<file path="src/hdl/msr_cfg.svh">
// Offsets, field positions, reset values and timing counts
// of the motion status register bank. Definitions only.
`ifndef MSR_CFG_SVH
`define MSR_CFG_SVH
// Register offsets
`define MSR_A_SRC    8'h24
`define MSR_A_STAT   8'h25
`define MSR_A_QFLG   8'h26
`define MSR_A_QFILL  8'h27
`define MSR_A_XL     8'h28
`define MSR_A_XH     8'h29
`define MSR_A_YL     8'h2a
`define MSR_A_YH     8'h2b
`define MSR_A_ZL     8'h2c
`define MSR_A_ZH     8'h2d
`define MSR_A_TL     8'h2e
`define MSR_A_TH     8'h2f
`define MSR_A_STC    8'h32
`define MSR_A_BIC    8'h33
`define MSR_A_EMB    8'h34
`define MSR_A_FSM    8'h35
`define MSR_A_MLC    8'h36
// Field positions
`define MSR_B_GLOBAL 5
`define MSR_B_NEW_SAMPLE_FLAG   0
`define MSR_B_WTM    7
`define MSR_B_OVR    6
`define MSR_B_ST_HI  5
`define MSR_B_ST_LO  4
`define MSR_B_TDIS   0
`define MSR_B_DRST   7
`define MSR_B_ASF    6
`define MSR_B_SEL_HI 1
`define MSR_B_SEL_LO 0
// Reset values
`define MSR_R_ST     2'h0
`define MSR_R_TDIS   1'h0
`define MSR_R_DRST   1'h0
`define MSR_R_ASF    1'h0
`define MSR_R_SEL    2'h1
// Timing
`define MSR_CLK_MHZ  100
`define MSR_T20_US   20
`define MSR_T50_US   50
`define MSR_T1_MS    1
`define MSR_T25_MS   25
`define MSR_C20_US   (`MSR_T20_US * `MSR_CLK_MHZ)
`define MSR_C50_US   (`MSR_T50_US * `MSR_CLK_MHZ)
`define MSR_C1_MS    (`MSR_T1_MS * 1000 * `MSR_CLK_MHZ)
`define MSR_C25_MS   (`MSR_T25_MS * 1000 * `MSR_CLK_MHZ)
`endif

</file>
<file path="src/hdl/msr_pkg.sv">
// Types of the motion status register bank.
// Used by qualified name only.
`default_nettype none
package msr_pkg;
  // Detector pulses, bit order as in the source byte
  typedef struct packed {
    logic sleep_chg;
    logic orient;
    logic tap3;
    logic tap2;
    logic tap1;
    logic wakeup;
    logic freefall;
  } msr_evt_type;

  typedef struct packed {
    logic signed [15:0] x;
    logic signed [15:0] y;
    logic signed [15:0] z;
  } msr_axes_type;

  typedef enum logic {
    MSR_IBI_IDLE,
    MSR_IBI_WAIT
  } msr_ibi_type;
endpackage : msr_pkg
`default_nettype wire

</file>
<file path="src/hdl/msr_regs.sv">
// Status and output register bank of a three-axis motion sensor.
// Assumes detectors, queue engine and bus core all run on sys_clk_in;
// event inputs are one-cycle pulses, mirror inputs are levels.
//
// The strobed register port is this design's own decision.
`timescale 1ns/10ps
`default_nettype none
`include "msr_cfg.svh"
module msr_regs #(
  parameter logic [21:0] IBI_C50 = 22'(`MSR_C50_US),
  parameter logic [21:0] IBI_C1M = 22'(`MSR_C1_MS),
  parameter logic [21:0] IBI_C25 = 22'(`MSR_C25_MS)
) (
  // Clock and reset
  input  wire logic                  sys_clk_in,
  input  wire logic                  rstn_in,
  // Register port
  input  wire logic [7:0]            reg_addr_in,
  input  wire logic [7:0]            reg_wdata_in,
  input  wire logic                  reg_wr_in,
  input  wire logic                  reg_rd_in,
  output logic      [7:0]            reg_rdata_out,
  // Detector events
  input  wire msr_pkg::msr_evt_type  evt_in,
  input  wire logic                  sleep_evt_in,
  // Samples
  input  wire logic                  sample_valid_in,
  input  wire msr_pkg::msr_axes_type axes_in,
  input  wire logic [11:0]           temp_in,
  // Queue status
  input  wire logic [7:0]            queue_fill_count_in,
  input  wire logic [6:0]            queue_threshold_level_in,
  input  wire logic                  queue_overrun_in,
  // Mirror inputs
  input  wire logic [3:0]            emb_flags_in,
  input  wire logic [7:0]            state_machine_event_flags_in,
  input  wire logic [3:0]            classifier_event_flags_in,
  // Bus interface events
  input  wire logic                  direct_rstdaa_in,
  input  wire logic                  dyn_addr_assigned_in,
  input  wire logic                  ibi_req_in,
  input  wire logic                  bus_idle_in,
  // Controls
  output logic      [1:0]            selftest_acquire_out,
  output logic                       temperature_chain_off_out,
  output logic                       new_sample_flag_out,
  output logic                       addr_reset_out,
  output logic                       spike_filter_on_out,
  output logic                       ibi_go_out
);

  // Decode
  wire       rd_src_w;
  wire       rd_hi_w;
  wire       wr_stc_w;
  wire       wr_bic_w;
  wire [6:0] evt_w;
  wire       any_evt_w;
  assign rd_src_w  = reg_rd_in && (reg_addr_in == `MSR_A_SRC);
  assign rd_hi_w   = reg_rd_in && ((reg_addr_in == `MSR_A_XH) ||
                                   (reg_addr_in == `MSR_A_YH) ||
                                   (reg_addr_in == `MSR_A_ZH));
  assign wr_stc_w  = reg_wr_in && (reg_addr_in == `MSR_A_STC);
  assign wr_bic_w  = reg_wr_in && (reg_addr_in == `MSR_A_BIC);
  assign evt_w     = evt_in;
  assign any_evt_w = (|evt_w) || sleep_evt_in;

  // Sticky source flags; a new event beats the read clear
  logic [6:0] src_q;
  genvar gi;
  generate
    for (gi = 0; gi < 7; gi++) begin : g_src
      wire src_d;
      assign src_d = evt_w[gi] | (src_q[gi] & ~rd_src_w);
      always_ff @(posedge sys_clk_in or negedge rstn_in) begin
        if (!rstn_in) begin
          src_q[gi] <= 1'h0;
        end else begin
          src_q[gi] <= src_d;
        end
      end
    end
  endgenerate

  // Global event bit and new-sample flag
  logic glob_q;
  logic new_sample_flag_q;
  wire  glob_d;
  wire  new_sample_flag_d;
  assign glob_d = any_evt_w | (glob_q & ~rd_src_w);
  assign new_sample_flag_d = sample_valid_in | (new_sample_flag_q & ~rd_hi_w);

  always_ff @(posedge sys_clk_in or negedge rstn_in) begin
    if (!rstn_in) begin
      glob_q <= 1'h0;
      new_sample_flag_q <= 1'h0;
    end else begin
      glob_q <= glob_d;
      new_sample_flag_q <= new_sample_flag_d;
    end
  end

  // Sample capture; temperature only while its chain runs
  msr_pkg::msr_axes_type axes_q;
  logic [11:0]           temp_q;
  wire                   temp_ld_w;
  assign temp_ld_w = sample_valid_in && !temperature_chain_off_out;

  always_ff @(posedge sys_clk_in or negedge rstn_in) begin
    if (!rstn_in) begin
      axes_q <= '0;
    end else if (sample_valid_in) begin
      axes_q <= axes_in;
    end
  end

  always_ff @(posedge sys_clk_in or negedge rstn_in) begin
    if (!rstn_in) begin
      temp_q <= 12'h000;
    end else if (temp_ld_w) begin
      temp_q <= temp_in;
    end
  end

  // Queue status, registered from the engine
  logic       wtm_q;
  logic       ovr_q;
  logic [7:0] fill_q;
  wire        wtm_d;
  assign wtm_d = queue_fill_count_in >= {1'b0, queue_threshold_level_in};

  always_ff @(posedge sys_clk_in or negedge rstn_in) begin
    if (!rstn_in) begin
      wtm_q  <= 1'h0;
      ovr_q  <= 1'h0;
      fill_q <= 8'h00;
    end else begin
      wtm_q  <= wtm_d;
      ovr_q  <= queue_overrun_in;
      fill_q <= queue_fill_count_in;
    end
  end

  // Mirrors of embedded, state machine and classifier flags
  logic [3:0] emb_q;
  logic [7:0] fsm_q;
  logic [3:0] mlc_q;

  always_ff @(posedge sys_clk_in or negedge rstn_in) begin
    if (!rstn_in) begin
      emb_q <= 4'h0;
      fsm_q <= 8'h00;
      mlc_q <= 4'h0;
    end else begin
      emb_q <= emb_flags_in;
      fsm_q <= state_machine_event_flags_in;
      mlc_q <= classifier_event_flags_in;
    end
  end

  // Writable control
  logic [1:0] ibi_sel_q;
  logic       drst_blk_q;
  logic       asf_q;

  always_ff @(posedge sys_clk_in or negedge rstn_in) begin
    if (!rstn_in) begin
      selftest_acquire_out      <= `MSR_R_ST;
      temperature_chain_off_out <= `MSR_R_TDIS;
    end else if (wr_stc_w) begin
      selftest_acquire_out      <= reg_wdata_in[`MSR_B_ST_HI:`MSR_B_ST_LO];
      temperature_chain_off_out <= reg_wdata_in[`MSR_B_TDIS];
    end
  end

  always_ff @(posedge sys_clk_in or negedge rstn_in) begin
    if (!rstn_in) begin
      drst_blk_q <= `MSR_R_DRST;
      asf_q      <= `MSR_R_ASF;
      ibi_sel_q  <= `MSR_R_SEL;
    end else if (wr_bic_w) begin
      drst_blk_q <= reg_wdata_in[`MSR_B_DRST];
      asf_q      <= reg_wdata_in[`MSR_B_ASF];
      ibi_sel_q  <= reg_wdata_in[`MSR_B_SEL_HI:`MSR_B_SEL_LO];
    end
  end

  // Bus interface effects
  wire spike_d;
  assign spike_d = asf_q || !dyn_addr_assigned_in;

  always_ff @(posedge sys_clk_in or negedge rstn_in) begin
    if (!rstn_in) begin
      addr_reset_out      <= 1'h0;
      spike_filter_on_out <= 1'h1;
      new_sample_flag_out <= 1'h0;
    end else begin
      addr_reset_out      <= direct_rstdaa_in && !drst_blk_q;
      spike_filter_on_out <= spike_d;
      new_sample_flag_out <= new_sample_flag_d;
    end
  end

  // Bus-available wait before an in-band interrupt.
  // Any bus activity restarts the count, so the wait is continuous idle.
  msr_pkg::msr_ibi_type ibi_st_q;
  logic [21:0]          ibi_cnt_q;
  logic [21:0]          ibi_lim_w;
  wire                  ibi_done_w;
  assign ibi_lim_w = (ibi_sel_q == 2'h0) ? 22'(`MSR_C20_US) :
                     (ibi_sel_q == 2'h1) ? IBI_C50 :
                     (ibi_sel_q == 2'h2) ? IBI_C1M : IBI_C25;
  assign ibi_done_w = bus_idle_in && (ibi_cnt_q == ibi_lim_w - 22'h00_0001);

  always_ff @(posedge sys_clk_in or negedge rstn_in) begin
    if (!rstn_in) begin
      ibi_st_q   <= msr_pkg::MSR_IBI_IDLE;
      ibi_cnt_q  <= 22'h00_0000;
      ibi_go_out <= 1'h0;
    end else begin
      ibi_go_out <= 1'h0;
      case (ibi_st_q)
        msr_pkg::MSR_IBI_IDLE: begin
          ibi_cnt_q <= 22'h00_0000;
          if (ibi_req_in) begin
            ibi_st_q <= msr_pkg::MSR_IBI_WAIT;
          end
        end
        msr_pkg::MSR_IBI_WAIT: begin
          if (!bus_idle_in) begin
            ibi_cnt_q <= 22'h00_0000;
          end else if (ibi_done_w) begin
            ibi_go_out <= 1'h1;
            ibi_st_q   <= msr_pkg::MSR_IBI_IDLE;
          end else begin
            ibi_cnt_q <= ibi_cnt_q + 22'h00_0001;
          end
        end
        default: begin
          ibi_st_q <= msr_pkg::MSR_IBI_IDLE;
        end
      endcase
    end
  end

  // Read data, one cycle after the strobe; unmapped reads give zero
  wire [7:0] rd_mux_w;
  wire [7:0] stat_w;
  wire [7:0] qflg_w;
  wire [7:0] stc_w;
  wire [7:0] bic_w;
  wire [7:0] emb_w;
  assign stat_w = {2'b00, glob_q, 4'b0000, new_sample_flag_q};
  assign qflg_w = {wtm_q, ovr_q, 6'b00_0000};
  assign stc_w  = {2'b00, selftest_acquire_out, 3'b000, temperature_chain_off_out};
  assign bic_w  = {drst_blk_q, asf_q, 4'b0000, ibi_sel_q};
  assign emb_w  = {emb_q[3], 1'b0, emb_q[2:0], 3'b000};
  assign rd_mux_w =
    (reg_addr_in == `MSR_A_SRC)   ? {1'b0, src_q} :
    (reg_addr_in == `MSR_A_STAT)  ? stat_w :
    (reg_addr_in == `MSR_A_QFLG)  ? qflg_w :
    (reg_addr_in == `MSR_A_QFILL) ? fill_q :
    (reg_addr_in == `MSR_A_XL)    ? axes_q.x[7:0] :
    (reg_addr_in == `MSR_A_XH)    ? axes_q.x[15:8] :
    (reg_addr_in == `MSR_A_YL)    ? axes_q.y[7:0] :
    (reg_addr_in == `MSR_A_YH)    ? axes_q.y[15:8] :
    (reg_addr_in == `MSR_A_ZL)    ? axes_q.z[7:0] :
    (reg_addr_in == `MSR_A_ZH)    ? axes_q.z[15:8] :
    (reg_addr_in == `MSR_A_TL)    ? {temp_q[3:0], 4'h0} :
    (reg_addr_in == `MSR_A_TH)    ? temp_q[11:4] :
    (reg_addr_in == `MSR_A_STC)   ? stc_w :
    (reg_addr_in == `MSR_A_BIC)   ? bic_w :
    (reg_addr_in == `MSR_A_EMB)   ? emb_w :
    (reg_addr_in == `MSR_A_FSM)   ? fsm_q :
    (reg_addr_in == `MSR_A_MLC)   ? {4'h0, mlc_q} : 8'h00;

  always_ff @(posedge sys_clk_in or negedge rstn_in) begin
    if (!rstn_in) begin
      reg_rdata_out <= 8'h00;
    end else if (reg_rd_in) begin
      reg_rdata_out <= rd_mux_w;
    end else begin
      reg_rdata_out <= 8'h00;
    end
  end
endmodule : msr_regs
`default_nettype wire

</file>
<file path="config.mk">
export PLATFORM = sky130hd
export DESIGN_NAME = msr_regs
export DESIGN_NICKNAME = d
export VERILOG_FILES = /design/src/hdl/msr_pkg.sv /design/src/hdl/msr_regs.sv
export VERILOG_INCLUDE_DIRS = /design/src /design/src/hdl
export SDC_FILE = /design/constraint.sdc
export NUM_CORES = 1
export LEC_CHECK = 0
export BUFFER_PORTS_ARGS = -buffer_cell sky130_fd_sc_hd__buf_4
export CAP_MARGIN = 15
export CORE_MARGIN = 2
export CORE_UTILIZATION = 45
export CTS_BUF_LIST = sky130_fd_sc_hd__clkbuf_4
export DETAILED_ROUTE_END_ITERATION = 10
export MAX_ROUTING_LAYER = met4
export PLACE_DENSITY = 0.75
export RECOVER_POWER = 100
export SYNTH_ARGS = -nofsm -noshare
export SYNTH_HDL_FRONTEND = slang
export SYNTH_SLANG_ARGS = --single-unit
</file>
<file path="constraint.sdc">
create_clock -name sys_clk_in -period 2.1 [get_ports sys_clk_in]
set_input_delay 0.315 -clock sys_clk_in [delete_from_list [all_inputs] [get_ports sys_clk_in]]
set_output_delay 0.315 -clock sys_clk_in [all_outputs]
set_load 0.01 [all_outputs]
</file>
-- Word-level counts from Yosys, hierarchy flattened
Cells that the tools add are included.
Widths: inputs -> output; s select.
- flip-flop bits (word level): 136
- word-level logic and storage cells: 122
- bits of input ports: 125
- memories: 0
- ROM bits: 0
- output and inout bits: 15
- latch bits: 0
- memory bits (writable): 0
- eq/ne operators: 21
- divide/modulo/power cells: 0
- multipliers: 0
- reduce and logical (&&, ||, !) cells: 16
- $add $sub $neg: 2
- $lt $le $gt $ge: 1
- mux-type cells: 31
- bitwise logic cells: 21
- shift operators: 0
- operators with widths (operator ; number):
    $eq 8x6->1 const B ; 17
    $mux 8 ; 17
    $mux 22 ; 5
    $pmux 22 s2 ; 1
    $add 22x1->22 const B ; 1
    $eq 22x22->1 ; 1
    $sub 22x1->22 const B ; 1
    $and 1x1->1 ; 9
    $or 1x1->1 ; 9
    $ge 8x7->1 ; 1
    $logic_and 1x1->1 ; 7
    $reduce_or 7->1 ; 1
    $mux 1 ; 6
    $logic_or 1x1->1 ; 4
    $mux 4 ; 1
    $logic_not 1->1 ; 3
    $ne 3x3->1 const B ; 1
    $not 1->1 ; 3
    $eq 2x1->1 const B ; 1
    $eq 2x2->1 const B ; 1
    $logic_not 2->1 ; 1
    $pmux 1 s2 ; 1

-- Depth between registers and ports, before layout
Gate-level depths: netlist of run 1.
- word-level depth: 19
- mapped depth: 9
- mapped depth without buffers: 8

-- Worst setup path after synthesis of run 1
Ideal clock, no wire load.
- kind: register to register
- start point: register ibi_sel_q[0]
- end point: register ibi_cnt_q[6]
- library setup time: 0.140 ns
- slack: 0.234 ns
- period minus slack after synthesis: 1.866 ns
- buffers on the path: 1
- data required time: 1.960 ns
- arrival time: 1.727 ns
- stages on the path, launching flop included: 8
- cell sequence: dfstp_2 buf_2 nor3b_1 nand3_1 o31ai_1 nand2_1 o41ai_2 o31ai_1
- longest elaborated chain between the ends: 8
- elaborated cells between the ends (all ways): 10
- those cells by class: add/sub: 1; eq/ne: 4; mux: 3; reduce/logical: 2
- ends and longest elaborated chain (item ; RTL line ; RTL):
    start, declared ; msr_regs.sv:162 ; logic [1:0] ibi_sel_q;
    start signal, assigned ; msr_regs.sv:180 ; ibi_sel_q <= `MSR_R_SEL;
    start signal, assigned ; msr_regs.sv:184 ; ibi_sel_q <= reg_wdata_in[`MSR_B_SEL_HI:`MSR_B_SEL_LO];
    $eq 2x2->1 ; msr_regs.sv:212 ; (ibi_sel_q == 2'h2) ? IBI_C1M : IBI_C25;
    $mux 22 ; msr_regs.sv:212 ;
    $mux 22 ; msr_regs.sv:211 ; (ibi_sel_q == 2'h1) ? IBI_C50 :
    $mux 22 * ; msr_regs.sv:210 ; assign ibi_lim_w = (ibi_sel_q == 2'h0) ? 22'(`MSR_C20_US) :
    $sub 22x1->22 * ; msr_regs.sv:213 ; assign ibi_done_w = bus_idle_in && (ibi_cnt_q == ibi_lim_w - 22'h00_0001);
    $eq 22x22->1 * ; msr_regs.sv:213 ;
    $logic_and 1x1->1 * ; msr_regs.sv:213 ;
    $ne 3x3->1 (no source line) * ; - ;
    end signal, assigned ; msr_regs.sv:236 ; ibi_cnt_q <= ibi_cnt_q + 22'h00_0001;
    end, declared ; msr_regs.sv:207 ; logic [21:0] ibi_cnt_q;
Every way passes the cells marked *; elsewhere a longest branch is shown, timed or not.
A chain may end at the register's enable or synchronous reset.

-- Worst setup path in the final report of run 1
- start point: register ibi_cnt_q[4]
- end point: register ibi_cnt_q[21]
- longest elaborated chain between the ends: 4
- elaborated cells between the ends (all ways): 7
- those cells by class: add/sub: 1; eq/ne: 2; mux: 3; reduce/logical: 1
- ends and longest elaborated chain (item ; RTL line ; RTL):
    $add 22x1->22 ; msr_regs.sv:236 ;
    $mux 22 ; msr_regs.sv:232 ; end else if (ibi_done_w) begin
    $mux 22 ; msr_regs.sv:230 ; if (!bus_idle_in) begin
    $pmux 22 s2 ; msr_regs.sv:222 ; case (ibi_st_q)
Several ways; a longest one is shown, not always the timed one. The select of a mux whose other input is x is not followed.

==> reports/qor.yml, run 1 <==
instances_no_fill: 1068
die_h_microns: 125
fin_crit_ns: 2.01
synth_fp_nets: 740
start_kind: "register"
gp_congestion: 0.935
synth_top_family_by_area: "simple AND/OR/NAND/NOR gates"
p_leak_nw: 3.97
grt_pass1_wl_microns: 32100
synth_fa_ha_area_share_pct: 1.52
io_buffers: 137
yosysWarnings: 0
cp.depth: 5
worstSetupPathType: "reg2reg"
reg2reg_to: "ibi_cnt_q[21]$_DFFE_PN0P_"
grt_max_degree: 71
slew_headroom_pct: 37.3
root_buffer: "clkbuf_4"
first_pass_iters: 5
crit_family: "simple AND/OR/NAND/NOR gates"
first_global_vias: 6288
final_antenna_net_count: 0
num_vias: 5968
initial_core_util_pct: 45.6
arrival_ns: 2.51
critical_path_buf_inv_count: 0
critical_path.max_stage_delay_ns: 0.53
final_cell_mix: "133 x dfrtp_1, 121 x buf_4, 104 x dlygate4sd3_1"
drc: 0
skew_ns: 0.0137
timing.rr.start: "ibi_cnt_q[4]$_DFFE_PN0P_"
drv_slew: 0
fmax_mhz: 497
worst_pin_slew_ns: 0.940
synth_xor_area_share_pct: 1.33
crit_chain: "nand4_1 -> nor3_1 -> nand4_1 -> or3_1 -> a21oi_1"
power_density_nw_per_um2: 615
clock_latency_ns: 0.58
h-tree-depth: 4
outcome: "finished clean"
area_growth_pct: 40.3
post-synth-top-area-cell: "dfrtp_1"
nets: 1002
drive_above_1_share_pct: 29.4
crit_path_top_delay_cell: "dfrtp_1"
netlist.area_leader.share_pct: 51.0
yosys-top-cells-area: "dfrtp_1 51%, mux2_2 12%, nand2_1 2.7%"
hp-class: "in2reg"
antenna_found_initial: 2
hold_viol_final: 0
yosys.cell_types.count: 63
via_per_inst: 5.59
grt_usage_pct: 27.2
cp.required_ns: 2.60
die_area_sq_um: 15600
ys.flop_type: "dfrtp_1"
ys_ff_latch: 136
cts_num_sinks: 136
placementRows: 44
r2r_cells: 5
maxCapViolCount: 0
netlist_area_sq_um: 6570
synth_compound_area_share_pct: 13.9
ioPinCount: 140
synth_area_per_cell_sq_um: 10.8
cts.path.max_buffers: 2
end_kind: "register"
cts_tree: "done"
synthCells: 607
yosys.area_share.simple_pct: 14.4
die_w_microns: 125
power_w: 0.00567
clkTransAtPathRegs_ns: 0.13
worstHoldEndpoint: "axes_q[1]$_DFFE_PN0P_"
hold_start: "sample_valid_in"
setup_viol: 0
ff2ff_setup_slack_ns: 0.09
critPathMaxFanout: 8
dpl.hpwl_microns: 13300
synth.area.mux_share_pct: 13.4
synthArstFlopShare_pct: 100
cts_inserted_buffers: 17
crit_top_cell: "nand4_1"
drtIter0Drc: 504
period_share_pct: 95.9
drt-wirelength-per-cell_microns: 18.8
grt-ovfl-total: 0
finish.utilization_pct: 63.9
coreArea_sq_um: 14400
irDropWorstVdd_uv: 469
worstHoldPathCells: 2
dp.cells: 926
ys_seq_area_share_pct: 51.8
layout_commonest_cell: "dfrtp_1"
wl_microns: 20100
synth_edf_count: 0
[flip-flops by register name (all words and copies together) (netlist names), 2 cells and up]
register              flops
ibi_sel_q                 2
mlc_q                     4
fill_q                    8
emb_q                     4
ibi_cnt_q                22
fsm_q                     8
temp_q                   12
src_q                     7
axes_q                   48
reg_rdata_out             8
selftest_acquire_out      2
[Yosys cell counts (8+ instances only)]
cell type  count
dfrtp_1      134
mux2_2        68
nand2_1       48
nor2_1        39
a21oi_1       32
o21ai_0       31
inv_1         22
nand3_1       22
clkbuf_1      15
buf_2         12
nor2b_1       10
a21o_1         9
mux2i_1        9
ha_1           8
nor3_1         8
o31ai_1        8
xor2_1         8
[how the worst max path moves through the flow]
stage                                        start                         to  slack (ns)
after detailed placement  ibi_sel_q[0]$_DFFE_PN1P_   ibi_cnt_q[5]$_DFFE_PN0P_       -0.06
after CTS                 ibi_cnt_q[0]$_DFFE_PN0P_   ibi_cnt_q[5]$_DFFE_PN0P_        0.03
final                     ibi_cnt_q[4]$_DFFE_PN0P_  ibi_cnt_q[21]$_DFFE_PN0P_        0.09
after global placement    ibi_sel_q[0]$_DFFE_PN1P_   ibi_cnt_q[7]$_DFFE_PN0P_        0.02
after global routing      ibi_sel_q[0]$_DFFE_PN1P_   ibi_cnt_q[2]$_DFFE_PN0P_       -0.03
after floorplan           ibi_sel_q[0]$_DFFE_PN1P_   ibi_cnt_q[6]$_DFFE_PN0P_        0.23
[logic make-up (layout without fill, tap and decap cells)]
family                     after synthesis  in the layout
and+or+nand+nor                        180            180
buffers and inverters                   57            332
DFF                                    136            136
AOI/OAI and AO/OA                      138            138
adders and majority gates                8              8
xor gates and xnor gates                10             10
other                                    0              2
muxes                                   78             78
[final cells by class]
cell class | count | area, sq um
antenna | 2 | 5.00
inverter | 22 | 82.6
fill | 1110 | 5200
tap | 184 | 230
timing repair buffer | 278 | 2270
clock inverter | 15 | 190
sequential | 136 | 3410
clock buffer | 17 | 128
multi-input combinational | 414 | 2910
[metrics by stage]
step | setup WS, ns | hold slack, ns | TNS [ns] | cell area, sq um
final | 0.0863 | 0.160 | 0 | 9220
after global routing | -0.0330 | 0.134 | -0.0422 | 9220
after CTS | 0.0264 | 0.0642 | 0 | 9350
after detailed placement | -0.0569 | 0.176 | -0.108 | 7960
after global placement | 0.0198 | 0.171 | 0 | 7960
after floorplan | 0.234 | 0.0194 | 0 | 6570
[power by group]
| group | internal [W] | switching, W |
|---|---|---|
| clock | 0.000849 | 0.00109 |
| combinational | 0.000491 | 0.000373 |
| sequential | 0.00278 | 0.0000958 |
[layer usage]
metal	GRT usage (%)	vias to the layer above	wire, microns
met5	-	-	0
li1	-	2732	-
met3	5.46	50	1150
met4	11.2	0	635
met2	46.8	236	10400
met1	31.2	2950	7830
[repair_timing]
action | CTS | global route
pin swaps | 0 | 1
hold buffers | 104 | 0
setup buffers | 3 | 1
setup endpoints to repair | 4 | 5
hold endpoints to repair | 239 | 0
resized for setup | 2 | 3
(Power assumes the default switching activity.)
==> run 2, diff against run 1 <==
--- a/config.mk
+++ b/config.mk
@@ -12,7 +12,6 @@
 export CORE_UTILIZATION = 45
 export CTS_BUF_LIST = sky130_fd_sc_hd__clkbuf_4
 export DETAILED_ROUTE_END_ITERATION = 10
-export MAX_ROUTING_LAYER = met4
 export PLACE_DENSITY = 0.75
 export RECOVER_POWER = 100
 export SYNTH_ARGS = -nofsm -noshare
==> run 2 against run 1 <==
  * Global-route usage is 1.0 points lower
  * Sequential power about the same
  * Combinational power decreased by 1%
==> reports/qor.yml, run 2 (synthesis results as in run 1) <==
root_buffer: "clkbuf_4"  # unchanged
drv_slew: 0  # unchanged
die_area_sq_um: 15600  # unchanged
drc: 0  # unchanged
end_kind: "register"  # unchanged
initial_core_util_pct: 45.6  # unchanged
final_cell_mix: "133 x dfrtp_1, 110 x buf_4, 103 x dlygate4sd3_1"  # was 133 x dfrtp_1, 121 x buf_4, 104 x dlygate4sd3_1
dp.cells: 923  # was 926
grt-ovfl-total: 0  # unchanged
power_density_nw_per_um2: 583  # was 615 nW/um^2
outcome: "finished clean"  # unchanged
cp.required_ns: 2.60  # about the same
antenna_found_initial: 2  # unchanged
reg2reg_to: "ibi_cnt_q[7]$_DFFE_PN0P_"  # was ibi_cnt_q[21]$_DFFE_PN0P_
skew_ns: 0.0296  # was 0.0137 ns
largest_reg_flops: 48  # unchanged
p_leak_nw: 3.93  # was 3.97 nW
dpl.hpwl_microns: 12900  # was 13300 microns
final_antenna_net_count: 0  # unchanged
ioPinCount: 140  # unchanged
first_global_vias: 6185  # was 6288
ff2ff_setup_slack_ns: 0.06  # was 0.09 ns
grt_max_degree: 137  # was 71
drive_above_1_share_pct: 28.8  # was 29.4%
power_w: 0.00534  # was 0.00567 W
grt_pass1_wl_microns: 31700  # was 32100 microns
hold_viol_final: 0  # unchanged
clock_latency_ns: 0.58  # about the same
fin_crit_ns: 2.04  # was 2.01 ns
clkTransAtPathRegs_ns: 0.15  # was 0.13 ns
h-tree-depth: 4  # unchanged
hp-class: "in2reg"  # unchanged
cts_tree: "done"  # unchanged
area_growth_pct: 39.2  # was 40.3%
slew_headroom_pct: 18.4  # was 37.3%
arrival_ns: 2.53  # was 2.51 ns
irDropWorstVdd_uv: 455  # was 469 uV
drtIter0Drc: 450  # was 504
via_per_inst: 5.61  # was 5.59
wl_microns: 20000  # was 20100 microns
critPathMaxFanout: 7  # was 8
grt_usage_pct: 26.2  # was 27.2%
cts_num_sinks: 136  # unchanged
period_share_pct: 97.1  # was 95.9%
worstHoldEndpoint: "reg_rdata_out[0]$_DFF_PN0_"  # was axes_q[1]$_DFFE_PN0P_
placementRows: 44  # unchanged
first_pass_iters: 6  # was 5
coreArea_sq_um: 14400  # unchanged
nFillCells: 1139  # was 1110
fmax_mhz: 491  # was 497 MHz
setup_viol: 0  # unchanged
finish.utilization_pct: 63.4  # was 63.9%
die_w_microns: 125  # unchanged
top_register: "axes_q"  # unchanged
io_buffers: 137  # unchanged
timing.rr.start: "ibi_sel_q[0]$_DFFE_PN1P_"  # was ibi_cnt_q[4]$_DFFE_PN0P_
ff_latch_area_sq_um: 3410  # unchanged
hold_start: "reg_rd_in"  # was sample_valid_in
r2r_cells: 7  # was 5
worstHoldPathCells: 3  # was 2
drt-wirelength-per-cell_microns: 18.8  # about the same
maxCapViolCount: 0  # unchanged
reg.largest.list: "axes_q x48, ibi_cnt_q x22, temp_q x12"  # unchanged
cts.path.max_buffers: 2  # unchanged
cts_inserted_buffers: 17  # unchanged
die_h_microns: 125  # unchanged
gp_congestion: 0.922  # was 0.935
nets: 998  # was 1002
num_vias: 5967  # was 5968
worstSetupPathType: "reg2reg"  # unchanged
start_kind: "register"  # unchanged
multiInputGateArea_sq_um: 2940  # was 2910 sq um
instances_no_fill: 1064  # was 1068
worst_pin_slew_ns: 1.22  # was 0.940 ns
layout_commonest_cell: "dfrtp_1"  # unchanged
-- run 2: where the power goes --
part	total [W]	internal (W)	switching, W	leakage [nW]
logic	0.000853	0.000483	0.000371	2.16
clock network	0.00161	0.000584	0.00103	0.132
registers	0.00287	0.00278	0.0000966	1.64
-- run 2: worst max path at each step --
stage | from | endpoint | slack (ns) | depth (start not counted)
floorplan | ibi_sel_q[0]$_DFFE_PN1P_ | ibi_cnt_q[6]$_DFFE_PN0P_ | 0.23 | 7
global placement | ibi_sel_q[0]$_DFFE_PN1P_ | ibi_cnt_q[5]$_DFFE_PN0P_ | 0.03 | 6
detailed placement | ibi_sel_q[0]$_DFFE_PN1P_ | ibi_cnt_q[7]$_DFFE_PN0P_ | -0.05 | 6
CTS | ibi_sel_q[1]$_DFFE_PN0P_ | ibi_cnt_q[7]$_DFFE_PN0P_ | 0.05 | 5
global route | ibi_sel_q[0]$_DFFE_PN1P_ | ibi_cnt_q[7]$_DFFE_PN0P_ | -0.05 | 7
finish | ibi_sel_q[0]$_DFFE_PN1P_ | ibi_cnt_q[7]$_DFFE_PN0P_ | 0.06 | 7
-- run 2: timing repair --
item | in CTS | in global routing
resized for setup | 1 | 8
pin swaps | 0 | 3
endpoints found under the setup margin | 5 | 10
hold buffers | 103 | 0
endpoints found under the hold margin | 238 | 0
buffers inserted | 2 | 1
cloned | 0 | 1
-- run 2: critical path, stage by stage, from the launching register on --
cell and delay (ns):
dfstp_2 0.61, buf_6 0.12, nor2_1 0.03, mux2i_1 0.19
o31ai_2 0.11, and4bb_4 0.25, or4_4 0.51, a21oi_2 0.14
-- run 2: final cells by class --
type / instances / share of cell area (%)
Sequential cell: 136 / 37.2
Clock inverter: 15 / 1.39
Clock buffer: 17 / 1.39
Antenna cell: 2 / 0.0547
Timing Repair Buffer: 273 / 24.3
Multi-Input combinational cell: 415 / 32.2
Tap cell: 184 / 2.52
Inverter: 22 / 0.903
-- run 2: metrics by stage --
stage	setup TNS, ns	instance area (sq um)	worst slack (ns)	hold WS [ns]
global placement	0	7940	0.0311	0.426
finish	0	9150	0.0619	0.0382
global route	-0.0721	9150	-0.0508	0.0311
floorplan	0	6570	0.234	0.0194
CTS	0	9240	0.0531	0.0279
detailed placement	-0.140	7940	-0.0493	0.426
-- run 2: routing by layer --
metal	part of all wire, %	routed length (microns)	GRT usage [%]
met1	39	7800	31.2
met2	52	10400	46.0
met3	5.4	1080	5.50
met4	3.8	756	11.1
met5	0	0	0
==> run 3, diff against run 2 <==
--- a/config.mk
+++ b/config.mk
@@ -12,7 +12,7 @@
 export CORE_UTILIZATION = 45
 export CTS_BUF_LIST = sky130_fd_sc_hd__clkbuf_4
 export DETAILED_ROUTE_END_ITERATION = 10
-export PLACE_DENSITY = 0.75
+export PLACE_DENSITY_LB_ADDON = 0.3
 export RECOVER_POWER = 100
 export SYNTH_ARGS = -nofsm -noshare
 export SYNTH_HDL_FRONTEND = slang
==> run 3 against run 2 <==
  * Via count shrank 1.2%
  * Largest cell class unchanged
  * Worst hold slack improved by 0.014 ns
  * Clock skew is 0.0052 ns lower
  * Critical endpoint is now ibi_cnt_q[5]$_DFFE_PN0P_
==> reports/qor.yml, run 3 (synthesis results as in run 1) <==
outcome: "finished clean"  # unchanged
hold_viol_final: 0  # unchanged
instances_no_fill: 1065  # was 1064
fin_crit_ns: 1.99  # was 2.04 ns
end_kind: "register"  # unchanged
dpl.hpwl_microns: 13100  # was 12900 microns
power_density_nw_per_um2: 592  # was 583 nW/um^2
num_vias: 5895  # was 5967
grt-ovfl-total: 0  # unchanged
grt_usage_pct: 25.5  # was 26.2%
place_area_sq_um: 7970  # was 7940 sq um
final_cell_mix: "134 x dfrtp_1, 110 x buf_4, 103 x dlygate4sd3_1"  # was 133 x dfrtp_1, 110 x buf_4, 103 x dlygate4sd3_1
critPathCapture: "ibi_cnt_q[5]$_DFFE_PN0P_"  # was ibi_cnt_q[7]$_DFFE_PN0P_
fmax_mhz: 504  # was 491 MHz
p_leak_nw: 3.93  # about the same
die_area_sq_um: 15600  # unchanged
cts_inserted_buffers: 17  # unchanged
reg.largest.list: "axes_q x48, ibi_cnt_q x22, temp_q x12"  # unchanged
ff2ff_setup_slack_ns: 0.11  # was 0.06 ns
first_pass_iters: 8  # was 6
start_kind: "register"  # unchanged
setup_viol: 0  # unchanged
dp.cells: 927  # was 923
crit_start: "ibi_cnt_q[0]$_DFFE_PN0P_"  # was ibi_sel_q[0]$_DFFE_PN1P_
arrival_ns: 2.45  # was 2.53 ns
cts.path.max_buffers: 2  # unchanged
antenna_cells: 0  # was 2
clock_latency_ns: 0.55  # was 0.58 ns
die_w_microns: 125  # unchanged
critical_path.max_stage_delay_ns: 0.50  # was 0.61 ns
timing.rr.start: "ibi_cnt_q[0]$_DFFE_PN0P_"  # was ibi_sel_q[0]$_DFFE_PN1P_
layout_commonest_cell: "dfrtp_1"  # unchanged
reg2reg_to: "ibi_cnt_q[5]$_DFFE_PN0P_"  # was ibi_cnt_q[7]$_DFFE_PN0P_
drive_above_1_share_pct: 28.6  # was 28.8%
top_register: "axes_q"  # unchanged
die_h_microns: 125  # unchanged
initial_core_util_pct: 45.6  # unchanged
gp_congestion: 0.904  # was 0.922
cp.required_ns: 2.56  # was 2.60 ns
coreArea_sq_um: 14400  # unchanged
crit_path_top_delay_cell: "or4_1"  # was dfstp_2
io_buffers: 137  # unchanged
grt_pass1_wl_microns: 31600  # was 31700 microns
holdWs_ns: 0.0517  # was 0.0382 ns
via_per_inst: 5.54  # was 5.61
root_buffer: "clkbuf_4"  # unchanged
nets: 1001  # was 998
crit_chain: "ha_1 -> nand2_1 -> nor2_1 -> and4b_1 -> and4bb_4 -> or4_1 -> a21oi_1"  # was buf_6 -> nor2_1 -> mux2i_1 -> o31ai_2 -> and4bb_4 -> or4_4 -> a21oi_2
cts_tree: "done"  # unchanged
power_w: 0.00540  # was 0.00534 W
placementRows: 44  # unchanged
hold_start: "reg_rd_in"  # unchanged
hp-class: "in2reg"  # unchanged
slew_headroom_pct: 11.0  # was 18.4%
period_share_pct: 94.5  # was 97.1%
worstSetupPathType: "reg2reg"  # unchanged
r2r_cells: 7  # unchanged
irDropWorstVdd_uv: 525  # was 455 uV
final_antenna_net_count: 0  # unchanged
drtIter0Drc: 516  # was 450
drc: 0  # unchanged
rsz0062_at_grt: "false"
grt_max_degree: 83  # was 137
maxCapViolCount: 0  # unchanged
clkTransAtPathRegs_ns: 0.14  # was 0.15 ns
cts_num_sinks: 136  # unchanged
worst_pin_slew_ns: 1.34  # was 1.22 ns
fin_setup_tns_ns: 0  # unchanged
first_global_vias: 6278  # was 6185
ioPinCount: 140  # unchanged
skew_ns: 0.0244  # was 0.0296 ns
wl_microns: 19500  # was 20000 microns
largest_reg_flops: 48  # unchanged
antenna_found_initial: 0  # was 2
critPathMaxFanout: 11  # was 7
drv_slew: 0  # unchanged
drt-wirelength-per-cell_microns: 18.3  # was 18.8 microns
h-tree-depth: 4  # unchanged
design_area_sq_um: 9130  # was 9150 sq um
area_growth_pct: 38.9  # was 39.2%
[run 3: cell count changes in the layout (fill, tap and decap cells not counted), sizes merged]
cell,previous run,this run
clkinvlp,4,2
diode,2,0
inv,25,29
and4bb,2,1
clkinv,7,5
clkbuf,73,80
buf,114,111
[run 3: worst max-delay path: cells and delay by family (launching register included)]
kind | cells | cell delay (ns)
compound gates | 1 | 0.17
flops | 1 | 0.43
fa+ha+maj | 1 | 0.23
simple gates | 5 | 1.09
[run 3: metrics by stage]
step	utilization [%]	worst slack, ns
2_1_floorplan	-	0.234
3_3_place_gp	55.2	0.0415
3_5_place_dp	55.2	0.0104
4_1_cts	64.2	0.0343
5_1_grt	63.3	0.00395
6_report	63.3	0.115
[run 3: repair_timing]
action                                 CTS  global route
resized for setup                        1             2
endpoints found under the hold margin  236             2
pin swaps                                0             1
setup endpoints to repair                2             3
hold buffers                           102             1
setup buffers                            0             3
[run 3: worst min-delay path by stage]
stage,to,slack (ns),cells past startpoint
global route,reg_rdata_out[5]$_DFF_PN0_,0.01,3
floorplan,addr_reset_out$_DFF_PN0_,0.02,0
detailed placement,emb_q[1]$_DFF_PN0_,0.35,2
CTS,temperature_chain_off_out$_DFFE_PN0P_,0.001,2
global placement,fsm_q[5]$_DFF_PN0_,0.35,2
finish,reg_rdata_out[5]$_DFF_PN0_,0.05,3
[run 3: report_power, final]
part	internal (W)	leakage, nW	switching [W]
clock	0.000611	0.144	0.00107
combinational	0.000488	2.15	0.000368
sequential	0.00278	1.64	0.0000918
[run 3: area by class of cell]
cell class	count	area [sq um]
Fill cell	1155	5290
Sequential cell	136	3410
Multi-Input combinational cell	414	2900
Timing Repair Buffer	277	2240
Tap cell	184	230
Clock inverter	15	140
Clock buffer	17	128
Inverter	22	82.6
[run 3: metal layers]
layer	track usage, %	wire (microns)
met2	44.4	9920
met4	7.91	429
met1	31.4	7920
met3	6.23	1250
met5	0	0
